**config.mk**
```make
export PLATFORM = sky130hd
export DESIGN_NAME = irtxc_top
export DESIGN_NICKNAME = d
export VERILOG_FILES = /design/src/irtxc_pkg.sv /design/src/irtxc_timer.sv /design/src/irtxc_top.sv
export VERILOG_INCLUDE_DIRS = /design/src
export SDC_FILE = /design/constraint.sdc
export NUM_CORES = 1
export LEC_CHECK = 0
export ABC_AREA = 1
export BUFFER_PORTS_ARGS = -buffer_cell sky130_fd_sc_hd__buf_4
export CAP_MARGIN = 20
export CORE_ASPECT_RATIO = 0.8
export CORE_MARGIN = 3
export CORE_UTILIZATION = 52
export DETAILED_ROUTE_END_ITERATION = 6
export PLACE_DENSITY = 0.92
export SLEW_MARGIN = 20
export SYNTH_ARGS = -nofsm -noshare
export SYNTH_HDL_FRONTEND = slang
export SYNTH_SLANG_ARGS = --single-unit
```
**constraint.sdc**
```tcl
create_clock -name I_CLK -period 2.6 [get_ports I_CLK]
set_input_delay 0.13 -clock I_CLK [delete_from_list [all_inputs] [get_ports I_CLK]]
set_output_delay 0.13 -clock I_CLK [all_outputs]
set_load 0.05 [all_outputs]
```
**src/irtxc_regs.svh**
```systemverilog
`ifndef IRTXC_REGS_SVH
`define IRTXC_REGS_SVH

// ----------------------------------------
// Register offsets (byte addresses)
// ----------------------------------------
`define IRTXC_OFS_CTRL1   8'h00
`define IRTXC_OFS_CFG     8'h04
`define IRTXC_OFS_STATUS  8'h08
`define IRTXC_OFS_IRQ_STS 8'h0C
`define IRTXC_OFS_IRQ_MSK 8'h10

// ----------------------------------------
// Control register one fields
// ----------------------------------------
`define IRTXC_B_PULSE     3
`define IRTXC_B_FLUSH     4
`define IRTXC_B_BADCRC    5
`define IRTXC_B_CNTEN     6
`define IRTXC_B_MODEPROG  7
`define IRTXC_CTRL1_RST   8'h00

// ----------------------------------------
// Configuration fields
// ----------------------------------------
`define IRTXC_B_MODE_LO   0
`define IRTXC_B_SD_INV    2
`define IRTXC_CFG_RST     8'h00

// ----------------------------------------
// Interrupt event bits
// ----------------------------------------
`define IRTXC_EV_PULSE    0
`define IRTXC_EV_FLUSH    1
`define IRTXC_EV_ABORT    2
`define IRTXC_EV_MODEPROG 3
`define IRTXC_EV_W        4

// ----------------------------------------
// Timing
// ----------------------------------------
`define IRTXC_CLK_HZ      20000000
`define IRTXC_STEP_NS     300
`define IRTXC_PULSE_NS    2000
`define IRTXC_STEP_CYC    ((`IRTXC_STEP_NS * (`IRTXC_CLK_HZ / 1000000) + 999) / 1000)
`define IRTXC_PULSE_CYC   ((`IRTXC_PULSE_NS * (`IRTXC_CLK_HZ / 1000000) + 999) / 1000)
`define IRTXC_CNT_W       8

`endif

```
**src/irtxc_pkg.sv**
```systemverilog
package irtxc_pkg;

  typedef enum logic [1:0] {
    IRTXC_SIR  = 2'h0,
    IRTXC_XSIR = 2'h1,
    IRTXC_MIR  = 2'h2,
    IRTXC_FIR  = 2'h3
  } irtxc_mode_t;

  typedef enum logic [1:0] {
    IRTXC_MP_IDLE  = 2'h0,
    IRTXC_MP_STEP1 = 2'h1,
    IRTXC_MP_STEP2 = 2'h2
  } irtxc_mp_state_t;

  typedef enum logic [1:0] {
    IRTXC_PL_IDLE = 2'h0,
    IRTXC_PL_WAIT = 2'h1,
    IRTXC_PL_EMIT = 2'h2,
    IRTXC_PL_DONE = 2'h3
  } irtxc_pl_state_t;

endpackage

```
**src/irtxc_timer.sv**
```systemverilog
`timescale 1ns/1ps
`include "irtxc_regs.svh"

// ----------------------------------------
// Down-counting interval timer
// ----------------------------------------
module irtxc_timer (
  // Clock and reset
  input  wire logic                    i_clk,
  input  wire logic                    i_rst_n,
  // Control
  input  wire logic                    i_start,
  input  wire logic [`IRTXC_CNT_W-1:0] i_len,
  // Status
  output logic                         o_busy,
  output logic                         o_done
);

  logic [`IRTXC_CNT_W-1:0] cnt_r;

  always_ff @(posedge i_clk or negedge i_rst_n) begin
    if (!i_rst_n) begin
      cnt_r <= 8'h00;
    end else if (i_start) begin
      cnt_r <= i_len - 8'h01;
    end else if (cnt_r != 8'h00) begin
      cnt_r <= cnt_r - 8'h01;
    end
  end

  always_ff @(posedge i_clk or negedge i_rst_n) begin
    if (!i_rst_n) begin
      o_done <= 1'b0;
    end else begin
      o_done <= !i_start && (cnt_r == 8'h01);
    end
  end

  assign o_busy = (cnt_r != 8'h00);

endmodule

```
**src/irtxc_top.sv**
```systemverilog
// The placing of the registers and the AXI4-Lite register port were decided locally.
`timescale 1ns/1ps
`include "irtxc_regs.svh"

// Function
// - Writing pulse request emits one roughly 2 us pulse on transmit pin.
// - Pulse follows first closing flag after request; bit clears after frame ends.
// - Pulse request works only in MIR and FIR; ignored in SIR modes.
// - Flush empties FIFO and holding registers; threshold and shift registers kept.
// - Flush bit returns to zero once the FIFO reports empty.
// - With abort bit, underrun truncates frame, adds inverted CRC and end flag.
// - Clearing abort bit disables it; works only in MIR and FIR.
// - Byte counter runs only while its enable bit is one.
// - Counter enable honoured in extended SIR, MIR, FIR; ignored in SIR.
// - FIR mode program: shutdown on, tx high; 300 ns shutdown off; 300 ns tx low.
// - Other modes: shutdown on, tx low; 300 ns shutdown off; tx low 300 ns.
// - Mode program bit clears itself when the pin sequence finishes.
// - Shutdown levels invert when shutdown pin is configured active low.
module irtxc_top (
  // Clock and reset
  input  wire logic        I_CLK,
  input  wire logic        I_ARST_N,
  // AXI4-Lite write address
  input  wire logic [7:0]  I_AWADDR,
  input  wire logic        I_AWVALID,
  output logic             O_AWREADY,
  // AXI4-Lite write data
  input  wire logic [31:0] I_WDATA,
  input  wire logic [3:0]  I_WSTRB,
  input  wire logic        I_WVALID,
  output logic             O_WREADY,
  // AXI4-Lite write response
  output logic [1:0]       O_BRESP,
  output logic             O_BVALID,
  input  wire logic        I_BREADY,
  // AXI4-Lite read address
  input  wire logic [7:0]  I_ARADDR,
  input  wire logic        I_ARVALID,
  output logic             O_ARREADY,
  // AXI4-Lite read data
  output logic [31:0]      O_RDATA,
  output logic [1:0]       O_RRESP,
  output logic             O_RVALID,
  input  wire logic        I_RREADY,
  // Framer side
  input  wire logic        I_CLOSING_FLAG,
  input  wire logic        I_FRAME_DONE,
  input  wire logic        I_TX_UNDERRUN,
  input  wire logic        I_FIFO_EMPTY,
  output logic             O_FIFO_FLUSH,
  output logic             O_UNDERRUN_ABORT,
  output logic             O_BYTE_COUNTER_EN,
  output logic             O_FRAMER_HOLD,
  // Transceiver pins
  output logic             O_SHUTDOWN_PIN,
  output logic             O_IR_TX_PIN,
  output logic             O_IR_TX_OVERRIDE,
  // Interrupt
  output logic             O_IRQ
);

  // ----------------------------------------
  // Reset release
  // ----------------------------------------
  logic rst_s1_r;
  logic rst_n;

  always_ff @(posedge I_CLK or negedge I_ARST_N) begin
    if (!I_ARST_N) begin
      rst_s1_r <= 1'b0;
      rst_n    <= 1'b0;
    end else begin
      rst_s1_r <= 1'b1;
      rst_n    <= rst_s1_r;
    end
  end

  // ----------------------------------------
  // Declarations
  // ----------------------------------------
  logic [7:0]                ctrl_r;
  logic [7:0]                cfg_r;
  logic [`IRTXC_EV_W-1:0]    irq_sts_r;
  logic [`IRTXC_EV_W-1:0]    irq_msk_r;
  logic [`IRTXC_EV_W-1:0]    ev;
  logic [7:0]                awaddr_r;
  logic                      aw_have_r;
  logic [31:0]               wdata_r;
  logic [3:0]                wstrb_r;
  logic                      w_have_r;
  logic                      wr_fire;
  logic [31:0]               rdata_nxt;
  logic                      rd_ok;
  logic                      wr_ok;
  irtxc_pkg::irtxc_mode_t    mode;
  logic                      fast_mode;
  irtxc_pkg::irtxc_mp_state_t mp_r;
  irtxc_pkg::irtxc_pl_state_t pl_r;
  logic                      mp_start;
  logic                      pl_start;
  logic                      tm_start;
  logic [`IRTXC_CNT_W-1:0]   tm_len;
  logic                      tm_busy;
  logic                      tm_done;
  logic                      sd_level_r;
  logic                      tx_level_r;
  logic                      ctrl_wr;
  logic                      mp_fin;
  logic                      pl_fin;
  logic                      flush_fin;
  logic                      abort_ev;

  assign mode      = irtxc_pkg::irtxc_mode_t'(cfg_r[`IRTXC_B_MODE_LO+:2]);
  assign fast_mode = (mode == irtxc_pkg::IRTXC_MIR) || (mode == irtxc_pkg::IRTXC_FIR);

  // ----------------------------------------
  // AXI4-Lite write path
  // ----------------------------------------
  assign O_AWREADY = !aw_have_r;
  assign O_WREADY  = !w_have_r;
  assign wr_fire   = aw_have_r && w_have_r && !O_BVALID;

  always_ff @(posedge I_CLK or negedge rst_n) begin
    if (!rst_n) begin
      aw_have_r <= 1'b0;
      awaddr_r  <= 8'h00;
    end else if (I_AWVALID && O_AWREADY) begin
      aw_have_r <= 1'b1;
      awaddr_r  <= I_AWADDR;
    end else if (wr_fire) begin
      aw_have_r <= 1'b0;
    end
  end

  always_ff @(posedge I_CLK or negedge rst_n) begin
    if (!rst_n) begin
      w_have_r <= 1'b0;
      wdata_r  <= 32'h0000_0000;
      wstrb_r  <= 4'h0;
    end else if (I_WVALID && O_WREADY) begin
      w_have_r <= 1'b1;
      wdata_r  <= I_WDATA;
      wstrb_r  <= I_WSTRB;
    end else if (wr_fire) begin
      w_have_r <= 1'b0;
    end
  end

  always_comb begin
    if (awaddr_r == `IRTXC_OFS_CTRL1) begin
      wr_ok = 1'b1;
    end else if (awaddr_r == `IRTXC_OFS_CFG) begin
      wr_ok = 1'b1;
    end else if (awaddr_r == `IRTXC_OFS_IRQ_STS) begin
      wr_ok = 1'b1;
    end else if (awaddr_r == `IRTXC_OFS_IRQ_MSK) begin
      wr_ok = 1'b1;
    end else if (awaddr_r == `IRTXC_OFS_STATUS) begin
      wr_ok = 1'b1;
    end else begin
      wr_ok = 1'b0;
    end
  end

  always_ff @(posedge I_CLK or negedge rst_n) begin
    if (!rst_n) begin
      O_BVALID <= 1'b0;
      O_BRESP  <= 2'h0;
    end else if (wr_fire) begin
      O_BVALID <= 1'b1;
      O_BRESP  <= wr_ok ? 2'h0 : 2'h2;
    end else if (I_BREADY) begin
      O_BVALID <= 1'b0;
    end
  end

  assign ctrl_wr = wr_fire && wstrb_r[0] && (awaddr_r == `IRTXC_OFS_CTRL1);

  // ----------------------------------------
  // Control register one
  // ----------------------------------------
  assign pl_fin    = (pl_r == irtxc_pkg::IRTXC_PL_DONE) && I_FRAME_DONE;
  assign mp_fin    = (mp_r == irtxc_pkg::IRTXC_MP_STEP2) && tm_done;
  assign flush_fin = ctrl_r[`IRTXC_B_FLUSH] && I_FIFO_EMPTY;

  always_ff @(posedge I_CLK or negedge rst_n) begin
    if (!rst_n) begin
      ctrl_r <= `IRTXC_CTRL1_RST;
    end else begin
      if (ctrl_wr) begin
        ctrl_r <= wdata_r[7:0];
        if (!wdata_r[`IRTXC_B_PULSE] || !fast_mode) begin
          ctrl_r[`IRTXC_B_PULSE] <= 1'b0;
        end
      end else begin
        if (pl_fin) begin
          ctrl_r[`IRTXC_B_PULSE] <= 1'b0;
        end
        if (flush_fin) begin
          ctrl_r[`IRTXC_B_FLUSH] <= 1'b0;
        end
        if (mp_fin) begin
          ctrl_r[`IRTXC_B_MODEPROG] <= 1'b0;
        end
      end
    end
  end

  // ----------------------------------------
  // Configuration register
  // ----------------------------------------
  always_ff @(posedge I_CLK or negedge rst_n) begin
    if (!rst_n) begin
      cfg_r <= `IRTXC_CFG_RST;
    end else if (wr_fire && wstrb_r[0] && (awaddr_r == `IRTXC_OFS_CFG)) begin
      cfg_r <= wdata_r[7:0];
    end
  end

  // ----------------------------------------
  // Framer controls
  // ----------------------------------------
  assign O_FIFO_FLUSH      = ctrl_r[`IRTXC_B_FLUSH];
  assign O_UNDERRUN_ABORT  = ctrl_r[`IRTXC_B_BADCRC] && fast_mode;
  assign O_BYTE_COUNTER_EN = ctrl_r[`IRTXC_B_CNTEN] && (mode != irtxc_pkg::IRTXC_SIR);
  assign abort_ev          = O_UNDERRUN_ABORT && I_TX_UNDERRUN;
  assign O_FRAMER_HOLD     = (pl_r == irtxc_pkg::IRTXC_PL_EMIT);

  // ----------------------------------------
  // Shared interval timer
  // ----------------------------------------
  assign mp_start = (mp_r == irtxc_pkg::IRTXC_MP_IDLE) && ctrl_r[`IRTXC_B_MODEPROG]
                    && !tm_busy && (pl_r != irtxc_pkg::IRTXC_PL_EMIT);
  assign pl_start = (pl_r == irtxc_pkg::IRTXC_PL_WAIT) && I_CLOSING_FLAG
                    && (mp_r == irtxc_pkg::IRTXC_MP_IDLE) && !mp_start;

  always_comb begin
    tm_start = 1'b0;
    tm_len   = 8'(`IRTXC_STEP_CYC);
    if (pl_start) begin
      tm_start = 1'b1;
      tm_len   = 8'(`IRTXC_PULSE_CYC);
    end else if (mp_start) begin
      tm_start = 1'b1;
    end else if ((mp_r == irtxc_pkg::IRTXC_MP_STEP1) && tm_done) begin
      tm_start = 1'b1;
    end
  end

  irtxc_timer u_timer (
    .i_clk   (I_CLK),
    .i_rst_n (rst_n),
    .i_start (tm_start),
    .i_len   (tm_len),
    .o_busy  (tm_busy),
    .o_done  (tm_done)
  );

  // ----------------------------------------
  // Mode program sequencer
  // ----------------------------------------
  always_ff @(posedge I_CLK or negedge rst_n) begin
    if (!rst_n) begin
      mp_r <= irtxc_pkg::IRTXC_MP_IDLE;
    end else begin
      case (mp_r)
        irtxc_pkg::IRTXC_MP_IDLE: begin
          if (mp_start) begin
            mp_r <= irtxc_pkg::IRTXC_MP_STEP1;
          end
        end
        irtxc_pkg::IRTXC_MP_STEP1: begin
          if (tm_done) begin
            mp_r <= irtxc_pkg::IRTXC_MP_STEP2;
          end
        end
        irtxc_pkg::IRTXC_MP_STEP2: begin
          if (tm_done) begin
            mp_r <= irtxc_pkg::IRTXC_MP_IDLE;
          end
        end
        default: begin
          mp_r <= irtxc_pkg::IRTXC_MP_IDLE;
        end
      endcase
    end
  end

  // ----------------------------------------
  // Interaction pulse sequencer
  // ----------------------------------------
  always_ff @(posedge I_CLK or negedge rst_n) begin
    if (!rst_n) begin
      pl_r <= irtxc_pkg::IRTXC_PL_IDLE;
    end else begin
      case (pl_r)
        irtxc_pkg::IRTXC_PL_IDLE: begin
          if (ctrl_r[`IRTXC_B_PULSE]) begin
            pl_r <= irtxc_pkg::IRTXC_PL_WAIT;
          end
        end
        irtxc_pkg::IRTXC_PL_WAIT: begin
          if (!ctrl_r[`IRTXC_B_PULSE]) begin
            pl_r <= irtxc_pkg::IRTXC_PL_IDLE;
          end else if (pl_start) begin
            pl_r <= irtxc_pkg::IRTXC_PL_EMIT;
          end
        end
        irtxc_pkg::IRTXC_PL_EMIT: begin
          if (tm_done) begin
            pl_r <= irtxc_pkg::IRTXC_PL_DONE;
          end
        end
        irtxc_pkg::IRTXC_PL_DONE: begin
          if (I_FRAME_DONE || !ctrl_r[`IRTXC_B_PULSE]) begin
            pl_r <= irtxc_pkg::IRTXC_PL_IDLE;
          end
        end
        default: begin
          pl_r <= irtxc_pkg::IRTXC_PL_IDLE;
        end
      endcase
    end
  end

  // ----------------------------------------
  // Transceiver pin drive
  // ----------------------------------------
  always_ff @(posedge I_CLK or negedge rst_n) begin
    if (!rst_n) begin
      sd_level_r <= 1'b0;
    end else begin
      sd_level_r <= mp_start || ((mp_r == irtxc_pkg::IRTXC_MP_STEP1) && !tm_done);
    end
  end

  always_ff @(posedge I_CLK or negedge rst_n) begin
    if (!rst_n) begin
      tx_level_r <= 1'b0;
    end else if (pl_start) begin
      tx_level_r <= 1'b1;
    end else if (mp_start) begin
      tx_level_r <= (mode == irtxc_pkg::IRTXC_FIR);
    end else if (mp_fin || ((pl_r == irtxc_pkg::IRTXC_PL_EMIT) && tm_done)) begin
      tx_level_r <= 1'b0;
    end
  end

  assign O_SHUTDOWN_PIN   = sd_level_r ^ cfg_r[`IRTXC_B_SD_INV];
  assign O_IR_TX_PIN      = tx_level_r;
  assign O_IR_TX_OVERRIDE = (mp_r != irtxc_pkg::IRTXC_MP_IDLE) ||
                            (pl_r == irtxc_pkg::IRTXC_PL_EMIT);

  // ----------------------------------------
  // Interrupts
  // ----------------------------------------
  always_comb begin
    ev                     = '0;
    ev[`IRTXC_EV_PULSE]    = (pl_r == irtxc_pkg::IRTXC_PL_EMIT) && tm_done;
    ev[`IRTXC_EV_FLUSH]    = flush_fin;
    ev[`IRTXC_EV_ABORT]    = abort_ev;
    ev[`IRTXC_EV_MODEPROG] = mp_fin;
  end

  always_ff @(posedge I_CLK or negedge rst_n) begin
    if (!rst_n) begin
      irq_sts_r <= 4'h0;
    end else if (wr_fire && wstrb_r[0] && (awaddr_r == `IRTXC_OFS_IRQ_STS)) begin
      irq_sts_r <= (irq_sts_r & ~wdata_r[`IRTXC_EV_W-1:0]) | ev;
    end else begin
      irq_sts_r <= irq_sts_r | ev;
    end
  end

  always_ff @(posedge I_CLK or negedge rst_n) begin
    if (!rst_n) begin
      irq_msk_r <= 4'h0;
    end else if (wr_fire && wstrb_r[0] && (awaddr_r == `IRTXC_OFS_IRQ_MSK)) begin
      irq_msk_r <= wdata_r[`IRTXC_EV_W-1:0];
    end
  end

  assign O_IRQ = |(irq_sts_r & irq_msk_r);

  // ----------------------------------------
  // AXI4-Lite read path
  // ----------------------------------------
  assign O_ARREADY = !O_RVALID;

  always_comb begin
    rdata_nxt = 32'h0000_0000;
    rd_ok     = 1'b1;
    if (I_ARADDR == `IRTXC_OFS_CTRL1) begin
      rdata_nxt[7:0] = ctrl_r;
    end else if (I_ARADDR == `IRTXC_OFS_CFG) begin
      rdata_nxt[7:0] = cfg_r;
    end else if (I_ARADDR == `IRTXC_OFS_STATUS) begin
      rdata_nxt[5:0] = {O_IR_TX_PIN, O_SHUTDOWN_PIN, pl_r, mp_r};
    end else if (I_ARADDR == `IRTXC_OFS_IRQ_STS) begin
      rdata_nxt[`IRTXC_EV_W-1:0] = irq_sts_r;
    end else if (I_ARADDR == `IRTXC_OFS_IRQ_MSK) begin
      rdata_nxt[`IRTXC_EV_W-1:0] = irq_msk_r;
    end else begin
      rd_ok = 1'b0;
    end
  end

  always_ff @(posedge I_CLK or negedge rst_n) begin
    if (!rst_n) begin
      O_RVALID <= 1'b0;
      O_RDATA  <= 32'h0000_0000;
      O_RRESP  <= 2'h0;
    end else if (I_ARVALID && O_ARREADY) begin
      O_RVALID <= 1'b1;
      O_RDATA  <= rdata_nxt;
      O_RRESP  <= rd_ok ? 2'h0 : 2'h2;
    end else if (I_RREADY) begin
      O_RVALID <= 1'b0;
    end
  end

endmodule

```
### Word level (Yosys, flattened, before mapping)

Cells that the tools add are included.

| operators by class | value |
|---|---|
| add/subtract/negate cells | 2 |
| multiply operators | 0 |
| div/mod/pow operators | 0 |
| order comparisons | 0 |
| equal/unequal tests | 24 |
| shift operators | 0 |
| multiplexer cells | 52 |
| bitwise logic cells | 6 |
| reduce and logical (&&, ||, !) cells | 62 |

Operators by type and width:

| cell | count |
|---|---|
| 8-bit by 4-bit == test with 1-bit output, second input constant | 4 |
| 1-bit 2-to-1 mux | 28 |
| 1-bit logical AND | 26 |
| 2-bit 2-to-1 mux | 13 |
| 8-bit 2-to-1 mux | 3 |
| 2-bit nonzero test | 10 |
| 8-bit by 3-bit == test with 1-bit output, second input constant | 2 |
| 8-bit by 5-bit == test with 1-bit output, second input constant | 2 |
| 8-bit logical NOT | 2 |
| 4-bit 2-to-1 mux | 4 |
| 6-bit 2-to-1 mux | 2 |
| 1-bit logical NOT | 11 |
| 2-bit == test, second input constant | 5 |
| 4-bit AND | 2 |
| 8-bit by 1-bit == test with 1-bit output, second input constant | 1 |
| 2-bit by 1-bit != test with 1-bit output, second input constant | 4 |
| 4-bit OR | 2 |
| 2-bit case mux with 4 select lines | 1 |
| 8-bit nonzero test | 1 |
| 8-bit by 1-bit subtractor with 8-bit output, second input constant | 1 |
| 6-bit by 1-bit subtractor with 7-bit output, second input constant | 1 |
| 1-bit logical OR | 6 |
| 2-bit != test, second input constant | 3 |
| 2-bit case mux with 3 select lines | 1 |
| 9 further kinds | 11 |

| storage, ports and cells | value |
|---|---|
| register bits | 74 |
| latch bits | 0 |
| bits in writable memories | 0 |
| ROM bits | 0 |
| input port bits | 63 |
| output and inout bits | 49 |
| word-level logic and storage cells | 171 |
| memories | 0 |

### Longest topological paths before layout

Gate-level depths: netlist of run 1.

| depth | value |
|---|---|
| depth in word-level cells | 9 |
| gate-level depth with buffers | 10 |
| mapped depth without buffers | 10 |

### Modules after synthesis

Synthesis of run 1 repeated with hierarchy kept, for this count alone.

| second synthesis, totals | value |
|---|---|
| cell total of the unflattened synthesis | 489 |
| area total of the unflattened synthesis | 3938.8 µm² |

By module, submodules not included:

| module | instances | cells each | area each (µm²) | sequential area each (µm²) |
|---|---|---|---|---|
| irtxc_top | 1 | 384 | 3206.8 | 1576.5 |
| irtxc_timer | 1 | 105 | 732.0 | 225.2 |

### Worst setup path after synthesis of run 1

OpenSTA, ideal clock, no wires.

| timing path | value |
|---|---|
| path type | flip-flop to flip-flop |
| start | reg O_RVALID |
| end | reg O_RVALID |
| library setup time | 143 ps |
| arrival | 1586 ps |
| data required time | 2457 ps |
| slack | 871 ps |
| cell stages (with the launch flop) | 5 |
| period minus slack after synthesis | 1729 ps |
| path through | dfrtp_1 inv_1 nand2_1 clkbuf_1 o21ai_0 |

| between the ends | value |
|---|---|
| longest elaborated chain between the ends | 3 |
| elaborated cells between the ends (all ways) | 4 |

RTL lines:

| item | line | RTL |
|---|---|---|
| from (decl) | irtxc_top.sv:43 | `output logic O_RVALID,` |
| from (signal assigned) | irtxc_top.sv:410 | `O_RVALID <= 1'b0;` |
| from (signal assigned) | irtxc_top.sv:414 | `O_RVALID <= 1'b1;` |
| from (signal assigned) | irtxc_top.sv:418 | `O_RVALID <= 1'b0;` |
| 1-bit logical NOT * | irtxc_top.sv:388 | `assign O_ARREADY = !O_RVALID;` |
| net O_ARREADY | irtxc_top.sv:39 | `output logic O_ARREADY,` |
| 1-bit logical AND * | irtxc_top.sv:413 | `end else if (I_ARVALID && O_ARREADY) begin` |
| 1-bit 2-to-1 mux or 2-bit nonzero test (tied branches) | - |  |

Mark *: on every way through the listed nets, which the timed path passes. The rest lies on a longest branch.
A chain may end at the register's enable or synchronous reset.

### Worst setup path after layout of run 1

| timing path | value |
|---|---|
| start | reg awaddr_r[1] |
| end | reg ctrl_r[7] |

| between the ends | value |
|---|---|
| longest elaborated chain between the ends | 3 |
| elaborated cells between the ends (all ways) | 4 |

RTL lines:

| item | line | RTL |
|---|---|---|
| from (decl) | irtxc_top.sv:86 | `logic [7:0] awaddr_r;` |
| from (signal assigned) | irtxc_top.sv:126 | `awaddr_r <= 8'h00;` |
| from (signal assigned) | irtxc_top.sv:129 | `awaddr_r <= I_AWADDR;` |
| 8-bit logical NOT (no source line) * | - |  |
| 1-bit logical AND * | irtxc_top.sv:177 | `` assign ctrl_wr = wr_fire && wstrb_r[0] && (awaddr_r == `IRTXC_OFS_CTRL1); `` |
| 1-bit 2-to-1 mux or 2-bit nonzero test (tied branches) | - |  |
| to (signal assigned) | irtxc_top.sv:188 | `` ctrl_r <= `IRTXC_CTRL1_RST; `` |
| to (signal assigned) | irtxc_top.sv:191 | `ctrl_r <= wdata_r[7:0];` |
| to (decl) | irtxc_top.sv:81 | `logic [7:0] ctrl_r;` |

Every way passes the cells marked *; elsewhere a longest branch is shown, timed or not.

==> flow_metrics.py, run 1 <==
metrics = {
    "timing": {
        "fin_worst_hold_slack_ps": 20.38,
        "timing.final.ws_setup_ps": 968.7,
        "final.setup.tns_ps": 0,
        "setup_repair_after_global_routing_missed_its_margin": "no",
        "fmaxAchievable_ghz": 0.6130,
        "final_min_period_over_clock_period_pct": 62.74,
        "worst-slew-pin-transition_ps": 699.6,
        "clock_skew_ps": 8.949,
        "slew_viol_final": 0,
        "worst_slew_margin_rel_pct": 53.36,
        "layout_min_cycle_time_ps": 1631,
        "timing_hold_violations_final": 0,
        "setup_viol": 0,
    },
    "critical_path": {
        "worst-setup-path-type": "reg -> reg",
        "path_depth": 5,
        "regToRegEndpoint": "ctrl_r[7]",
        "r2r_slack_ps": 970,
        "worstPathRequired_ps": 2830,
        "ff2ff_path_depth": 5,
        "worst_path_max_delay_cell": "sky130_fd_sc_hd__dfrtp_1",
        "max_stage_delay_ps": 390,
        "worst_r2r_startpoint": "awaddr_r[1]",
        "timing.critical_path.cells": "nor2_2 -> nor3b_2 -> nand3_2 -> nand3_1 -> o21ai_2",
        "critPathBufInv": 0,
        "setup_crit_end": "ctrl_r[7]",
        "cp-start-kind": "flip-flop",
        "worst_path_dominant_cell_family": "simple AND/OR/NAND/NOR gates",
        "worst-endpoint-arrival_ps": 1860,
        "critical_path.startpoint": "awaddr_r[1]",
        "worstPathMaxFanout": 16,
        "end_kind": "flip-flop",
    },
    "clock_network": {
        "tritoncts": "built",
        "cts_htree_levels": 3,
        "clk_pin_slew_ps": 80,
        "cts.sinks": 72,
        "cts_buffers": 9,
        "clk-insertion-delay-late_ps": 350,
        "clockBufferDepth": 2,
        "cts_setup_buffers": 0,
        "clock_tree.root_cell": "sky130_fd_sc_hd__clkbuf_8",
    },
    "route": {
        "route.detailed.drc": 0,
        "route.vias.total": 3133,
        "drt_wl_total_um": 8174,
        "drtIter0Drc": 240,
        "ant_nets": 0,
        "drt_pass1_iterations": 5,
        "wl_per_cell_um": 13.65,
        "route.detailed.vias_per_inst": 5.230,
    },
    "synthesis": {
        "yosysTopAreaCellShare_pct": 48.70,
        "syn_area_per_cell_sq_um": 8.428,
        "ys_seq_elements": 72,
        "yosys.cell_types.count": 31,
        "synth_commonest_cells": "95 x sky130_fd_sc_hd__nand2_1, 72 x sky130_fd_sc_hd__dfrtp_1, 43 x sky130_fd_sc_hd__nand3_1, 42 x sky130_fd_sc_hd__inv_1, 39 x sky130_fd_sc_hd__nor2_1",
        "synth.yosys.warnings": 0,
        "yosysSeqAreaShare_pct": 48.70,
        "number_of_enable_type_register_cells_in_the_synthesized_netlist": 0,
        "synth_async_sr_flop_share_pct": 100.0,
        "yosys.cell_count.top_type": "sky130_fd_sc_hd__nand2_1",
        "netlist_instances": 439,
        "yosysTopAreaCell": "sky130_fd_sc_hd__dfrtp_1",
        "synth_top_cells_by_area": "sky130_fd_sc_hd__dfrtp_1 49%, sky130_fd_sc_hd__nand2_1 9.6%, sky130_fd_sc_hd__nand3_1 5.8%",
        "most_frequently_used_flop_master_after_synthesis": "sky130_fd_sc_hd__dfrtp_1",
        "syn_area_sq_um": 3700,
    },
    "pwr": {
        "clock_power_share_pct": 22.0,
        "power_leakage_nw": 2.313,
        "power.switching_fraction_pct": 41.66,
        "power_density_nw_per_um2": 909.1,
        "power.internal_w": 0.002334,
        "worst_ir_drop_vdd_mv": 0.6449,
        "power.share.combinational_pct": 36.3,
        "sequentialPowerShare_pct": 41.7,
        "switching_power_w": 0.001667,
    },
    "global_routing": {
        "initial_antenna_violation_count": 0,
        "vias_in_the_first_global_route": 2784,
        "grt-ovfl-total": 0,
        "grt_max_degree": 42,
        "grt_pass1_wl_um": 13140,
        "grtUsageTotal_pct": 20.80,
    },
    "layout": {
        "antennaDiodeCount": 0,
        "fillerInstances": 518,
        "postLayoutCellArea_sq_um": 4402,
        "layout.core_utilization_pct": 66.33,
        "drive_gt1_share_pct": 21.55,
        "synthToLayoutAreaGrowth_pct": 18.97,
        "final_net_count": 576,
    },
    "die": {
        "boundaryPins": 112,
        "num_rows": 26,
        "floorplan.initialDensity_pct": 55.75,
        "dieWidth_um": 100.3,
        "coreArea_sq_um": 6636,
        "die_area_sq_um": 8169,
        "die_height_um": 81.45,
    },
    "placed_design": {
        "placement.setup.worst_slack_ps": 972.7,
        "numPortBuffers": 58,
        "globalplace.congestion": 0.8818,
        "post_dp_cell_area_sq_um": 4115,
        "hpwl_um": 6031,
    },
    "run": {
        "max_cap_viol_count": 0,
    },
    "hold_path": {
        "hold_path.startpoint": "I_WSTRB[0]",
        "hold_path.class": "in -> reg",
    },
    "run_status": {
        "status": "complete, no violations",
    },
}
==> worst min path at each step <==
stage	end	cells past startpoint
finish	wstrb_r[0]	3
global route	irq_sts_r[1]	3
CTS	awaddr_r[0]	2
detailed placement	rst_s1_r	1
global placement	rst_s1_r	1
floorplan	rst_n	0
==> worst min-delay path, stage by stage <==
cell and delay, ps:
sky130_fd_sc_hd__buf_4 80, sky130_fd_sc_hd__nor2_1 30, sky130_fd_sc_hd__a21oi_1 90
==> routing by layer <==
layer	global-route usage, %	up-vias	routed length, um
li1	-	1514	-
met1	28.34	1461	3566
met2	33.00	144	3830
met3	6.282	14	661
met4	4.980	0	116
met5	0	-	0
==> layout by cell type, fill, tap and decap left out, types with 13 or more instances in the layout <==
cell type / netlist / layout
sky130_fd_sc_hd__a21oi_1: 20 / 20
sky130_fd_sc_hd__nand4_1: 13 / 13
sky130_fd_sc_hd__o21ai_0: 20 / 20
sky130_fd_sc_hd__dfrtp_1: 72 / 71
sky130_fd_sc_hd__nand2_1: 95 / 95
sky130_fd_sc_hd__conb_1: 2 / 27
sky130_fd_sc_hd__buf_4: 26 / 58
sky130_fd_sc_hd__nor2_1: 39 / 39
sky130_fd_sc_hd__nand3_1: 43 / 43
sky130_fd_sc_hd__inv_1: 42 / 42
==> final cells by class <==
class / instances / area [sq um] / area share [%]
sequential: 72 / 1803 / 40.96
clock buffer: 10 / 127.6 / 2.899
timing repair buffer: 68 / 545.5 / 12.39
tap: 84 / 105.1 / 2.388
clock inverter: 6 / 68.82 / 1.563
inverter: 45 / 168.9 / 3.837
multi-input combinational: 314 / 1583 / 35.96
==> flip-flops by register name, summed over array words and instances, names as in the netlist, 2 cells and up, named ones only <==
register,flops
O_RDATA,8
awaddr_r,8
cfg_r,8
ctrl_r,8
irq_msk_r,4
irq_sts_r,4
mp_r,2
u_timer.cnt_r,8
wdata_r,8
==> power by group through the flow <==
stage | sequential, W | combinational [W] | clock [W]
floorplan | 0.00176 | 0.00101 | 0
global placement | 0.00166 | 0.00139 | 0
detailed placement | 0.00168 | 0.00144 | 0
CTS | 0.00166 | 0.00146 | 0.000899
global route | 0.00170 | 0.00160 | 0.000953
finish | 0.00167 | 0.00145 | 0.000881
==> logic make-up (layout without fill, tap and decap cells) <==
group | count (synthesis) | in the layout | share of synthesized area [%]
xor gates and xnor gates | 6 | 6 | 1.420
AOI/OAI and AO/OA | 54 | 54 | 8.353
adders and majority gates | 3 | 3 | 1.015
other | 2 | 27 | 0.2030
buffers and inverters | 78 | 129 | 11.06
and+or+nand+nor | 219 | 219 | 27.73
muxes | 5 | 5 | 1.522
DFF | 72 | 72 | 48.70
==> per-stage QoR <==
step,power [W],cells
after floorplan,0.002766,464
after global placement,0.003050,574
after detailed placement,0.003124,574
after CTS,0.004019,598
after global routing,0.004255,599
final,0.004002,599
==> what timing repair did <==
action | CTS | global route
gates resized for setup | 0 | 0
hold buffers | 8 | 1
endpoints found under the hold margin | 9 | 1
setup endpoints to repair | 0 | 0
No activity file was read; power rests on OpenSTA's default activity.
==> inputs of run 2 (changes only) <==
--- a/config.mk
+++ b/config.mk
@@ -11,9 +11,9 @@
 export CAP_MARGIN = 20
 export CORE_ASPECT_RATIO = 0.8
 export CORE_MARGIN = 3
-export CORE_UTILIZATION = 52
+export CORE_UTILIZATION = 47
 export DETAILED_ROUTE_END_ITERATION = 6
-export PLACE_DENSITY = 0.92
+export PLACE_DENSITY = 0.88
 export SLEW_MARGIN = 20
 export SYNTH_ARGS = -nofsm -noshare
 export SYNTH_HDL_FRONTEND = slang
==> constraint.sdc (replaced) <==
create_clock -name I_CLK -period 1.5 [get_ports I_CLK]
set_input_delay 0.075 -clock I_CLK [delete_from_list [all_inputs] [get_ports I_CLK]]
set_output_delay 0.075 -clock I_CLK [all_outputs]
set_load 0.05 [all_outputs]
==> run 2 against run 1 <==
Effect of this change: the flow now finishes with violations (setup timing); non-clock buffer count is 28 higher; worst setup slack worse by 980 ps; combinational power is 110% higher; global-route usage is 1.1 points higher; routed wire length is 24% higher; sequential share of layout area is 2.9 points lower; hold slack worse by 15 ps; clock-buffer cell count stayed put; sequential cell count stayed put; power is 86% higher; critical path depth is 1 higher.
==> flow_metrics.py, run 2 (synthesis gave the netlist of run 1 again) <==
metrics = {
    "timing": {
        "setup_viol": 1,
        "layout_min_cycle_time_ps": 1509,
        "worst_slew_margin_rel_pct": 61.72,
        "clock_skew_ps": 8.221,
        "fin_worst_hold_slack_ps": 5.325,
        "final_min_period_over_clock_period_pct": 100.6,
        "timing_hold_violations_final": 0,
        "slew_viol_final": 0,
        "worst-slew-pin-transition_ps": 572.9,
        "fmaxAchievable_ghz": 0.6625,
        "timing.final.ws_setup_ps": -9.397,
    },
    "pwr": {
        "switching_power_w": 0.003213,
        "worst_ir_drop_vdd_mv": 0.7380,
        "clock_power_share_pct": 20.3,
        "sequentialPowerShare_pct": 39.3,
        "power.share.combinational_pct": 40.4,
        "power_leakage_nw": 2.445,
        "power.internal_w": 0.004224,
        "power_density_nw_per_um2": 1567,
        "power.switching_fraction_pct": 43.20,
    },
    "critical_path": {
        "worst-endpoint-arrival_ps": 1740,
        "ff2ff_path_depth": 6,
        "r2r_slack_ps": -9,
        "regToRegEndpoint": "ctrl_r[3]",
        "worstPathMaxFanout": 16,
        "worstPathRequired_ps": 1740,
        "worst_r2r_startpoint": "awaddr_r[0]",
        "end_kind": "flip-flop",
        "cp-start-kind": "flip-flop",
        "worst-setup-path-type": "reg -> reg",
    },
    "global_routing": {
        "grt_max_degree": 31,
        "grtUsageTotal_pct": 21.88,
        "grt_pass1_wl_um": 15670,
        "vias_in_the_first_global_route": 3364,
        "grt-ovfl-total": 0,
        "initial_antenna_violation_count": 0,
    },
    "route": {
        "route.vias.total": 3492,
        "drtIter0Drc": 411,
        "route.detailed.vias_per_inst": 5.389,
        "drt_pass1_iterations": 6,
        "route.detailed.drc": 0,
        "wl_per_cell_um": 15.63,
        "drt_wl_total_um": 10130,
        "ant_nets": 0,
    },
    "layout": {
        "synthToLayoutAreaGrowth_pct": 28.27,
        "antennaDiodeCount": 0,
        "layout.core_utilization_pct": 63.01,
        "final_net_count": 604,
        "drive_gt1_share_pct": 25.60,
        "final_cell_mix": "94 x sky130_fd_sc_hd__nand2_1, 72 x sky130_fd_sc_hd__buf_4, 69 x sky130_fd_sc_hd__dfrtp_1",
        "layout.cells.most_common": "sky130_fd_sc_hd__nand2_1",
    },
    "placed_design": {
        "globalplace.congestion": 0.9094,
        "numPortBuffers": 58,
        "hpwl_um": 6520,
    },
    "die": {
        "boundaryPins": 112,
        "die_area_sq_um": 8979,
        "floorplan.initialDensity_pct": 49.12,
        "num_rows": 28,
        "die_height_um": 85.36,
        "coreArea_sq_um": 7532,
        "dieWidth_um": 105.2,
    },
    "run_status": {
        "failed_checks": "setup timing",
        "status": "complete, but fails checks",
    },
    "clock_network": {
        "tritoncts": "built",
        "cts.sinks": 72,
        "cts_htree_levels": 3,
        "clockBufferDepth": 2,
        "cts_buffers": 9,
        "clk_pin_slew_ps": 80,
        "clock_tree.root_cell": "sky130_fd_sc_hd__clkbuf_8",
        "clk-insertion-delay-late_ps": 350,
    },
    "hold_path": {
        "hold_path.class": "in -> reg",
        "hold_path.startpoint": "I_WDATA[6]",
        "worst_hold_path.endpoint": "wdata_r[6]",
        "timing.hold.worst_path_depth": 3,
    },
    "run": {
        "max_cap_viol_count": 0,
    },
}
[run 2: cell count changes in the layout (fill, tap and decap cells not counted), moves of 3 or more]
cell / change
sky130_fd_sc_hd__nor2_1: -3
sky130_fd_sc_hd__dlygate4sd3_1: +12
sky130_fd_sc_hd__buf_4: +14
sky130_fd_sc_hd__nor2_4: +3
sky130_fd_sc_hd__inv_1: -3
[run 2: worst max path at each step]
stage	from	endpoint	slack, ps	depth (start not counted)
after floorplan	O_RVALID	O_RDATA[6]	20	5
after global placement	u_timer.cnt_r[1]	u_timer.cnt_r[0]	80	8
after detailed placement	u_timer.cnt_r[1]	u_timer.cnt_r[0]	-3	8
after CTS	O_BVALID	cfg_r[0]	30	6
after global routing	awaddr_r[0]	ctrl_r[3]	-60	6
final	awaddr_r[0]	ctrl_r[3]	-9	6
[run 2: metal layers]
metal  wire length [um]  up-vias  part of all wire (%)  global-route usage (%)
met5                  0        -                     0                       0
met4                505        0                   5.0                   9.535
met3                968       62                   9.6                   5.247
met2               4774      249                    47                   35.76
met1               3882     1613                    38                   27.88
li1                   -     1568                     -                       -
[run 2: cell type report]
class | count | area (sq um)
clock inverter | 6 | 60.06
timing repair buffer | 96 | 802.0
multi-input combinational | 314 | 1647
fill | 590 | 2786
inverter | 45 | 172.7
tap | 105 | 131.4
sequential | 72 | 1805
clock buffer | 10 | 127.6
[run 2: stage by stage]
stage	cell area, sq um	power [W]	TNS, ps	std cells	worst slack (ps)
2_1_floorplan	3812	0.004805	0	464	23.32
3_3_place_gp	4253	0.005371	0	606	84.06
3_5_place_dp	4253	0.005529	-3.438	606	-3.438
4_1_cts	4668	0.007087	0	645	27.07
5_1_grt	4746	0.007801	-262.9	648	-62.68
6_report	4746	0.007438	-9.397	648	-9.397
[run 2: power groups by stage]
stage,combinational [W],clock (W),sequential (W)
2_1_floorplan,0.00175,0,0.00305
3_3_place_gp,0.00251,0,0.00286
3_5_place_dp,0.00264,0,0.00289
4_1_cts,0.00273,0.00151,0.00285
5_1_grt,0.00324,0.00159,0.00297
6_report,0.00300,0.00151,0.00293
[run 2: critical path, stage by stage, from the launching register on]
cell,delay (ps)
sky130_fd_sc_hd__dfrtp_1,440
sky130_fd_sc_hd__nor2_4,160
sky130_fd_sc_hd__nor3b_4,290
sky130_fd_sc_hd__nand3_2,120
sky130_fd_sc_hd__buf_6,190
sky130_fd_sc_hd__nand3_1,110
sky130_fd_sc_hd__o21ai_2,70
[run 2: timing repair]
| action | 4_1_cts | 5_1_grt |
|---|---|---|
| buffers inserted | 2 | 3 |
| pin swaps | 1 | 4 |
| gates resized for setup | 1 | 14 |
| gates cloned | 0 | 0 |
| hold buffers | 21 | 0 |
| hold endpoints to repair | 22 | 0 |
| endpoints found under the setup margin | 4 | 29 |
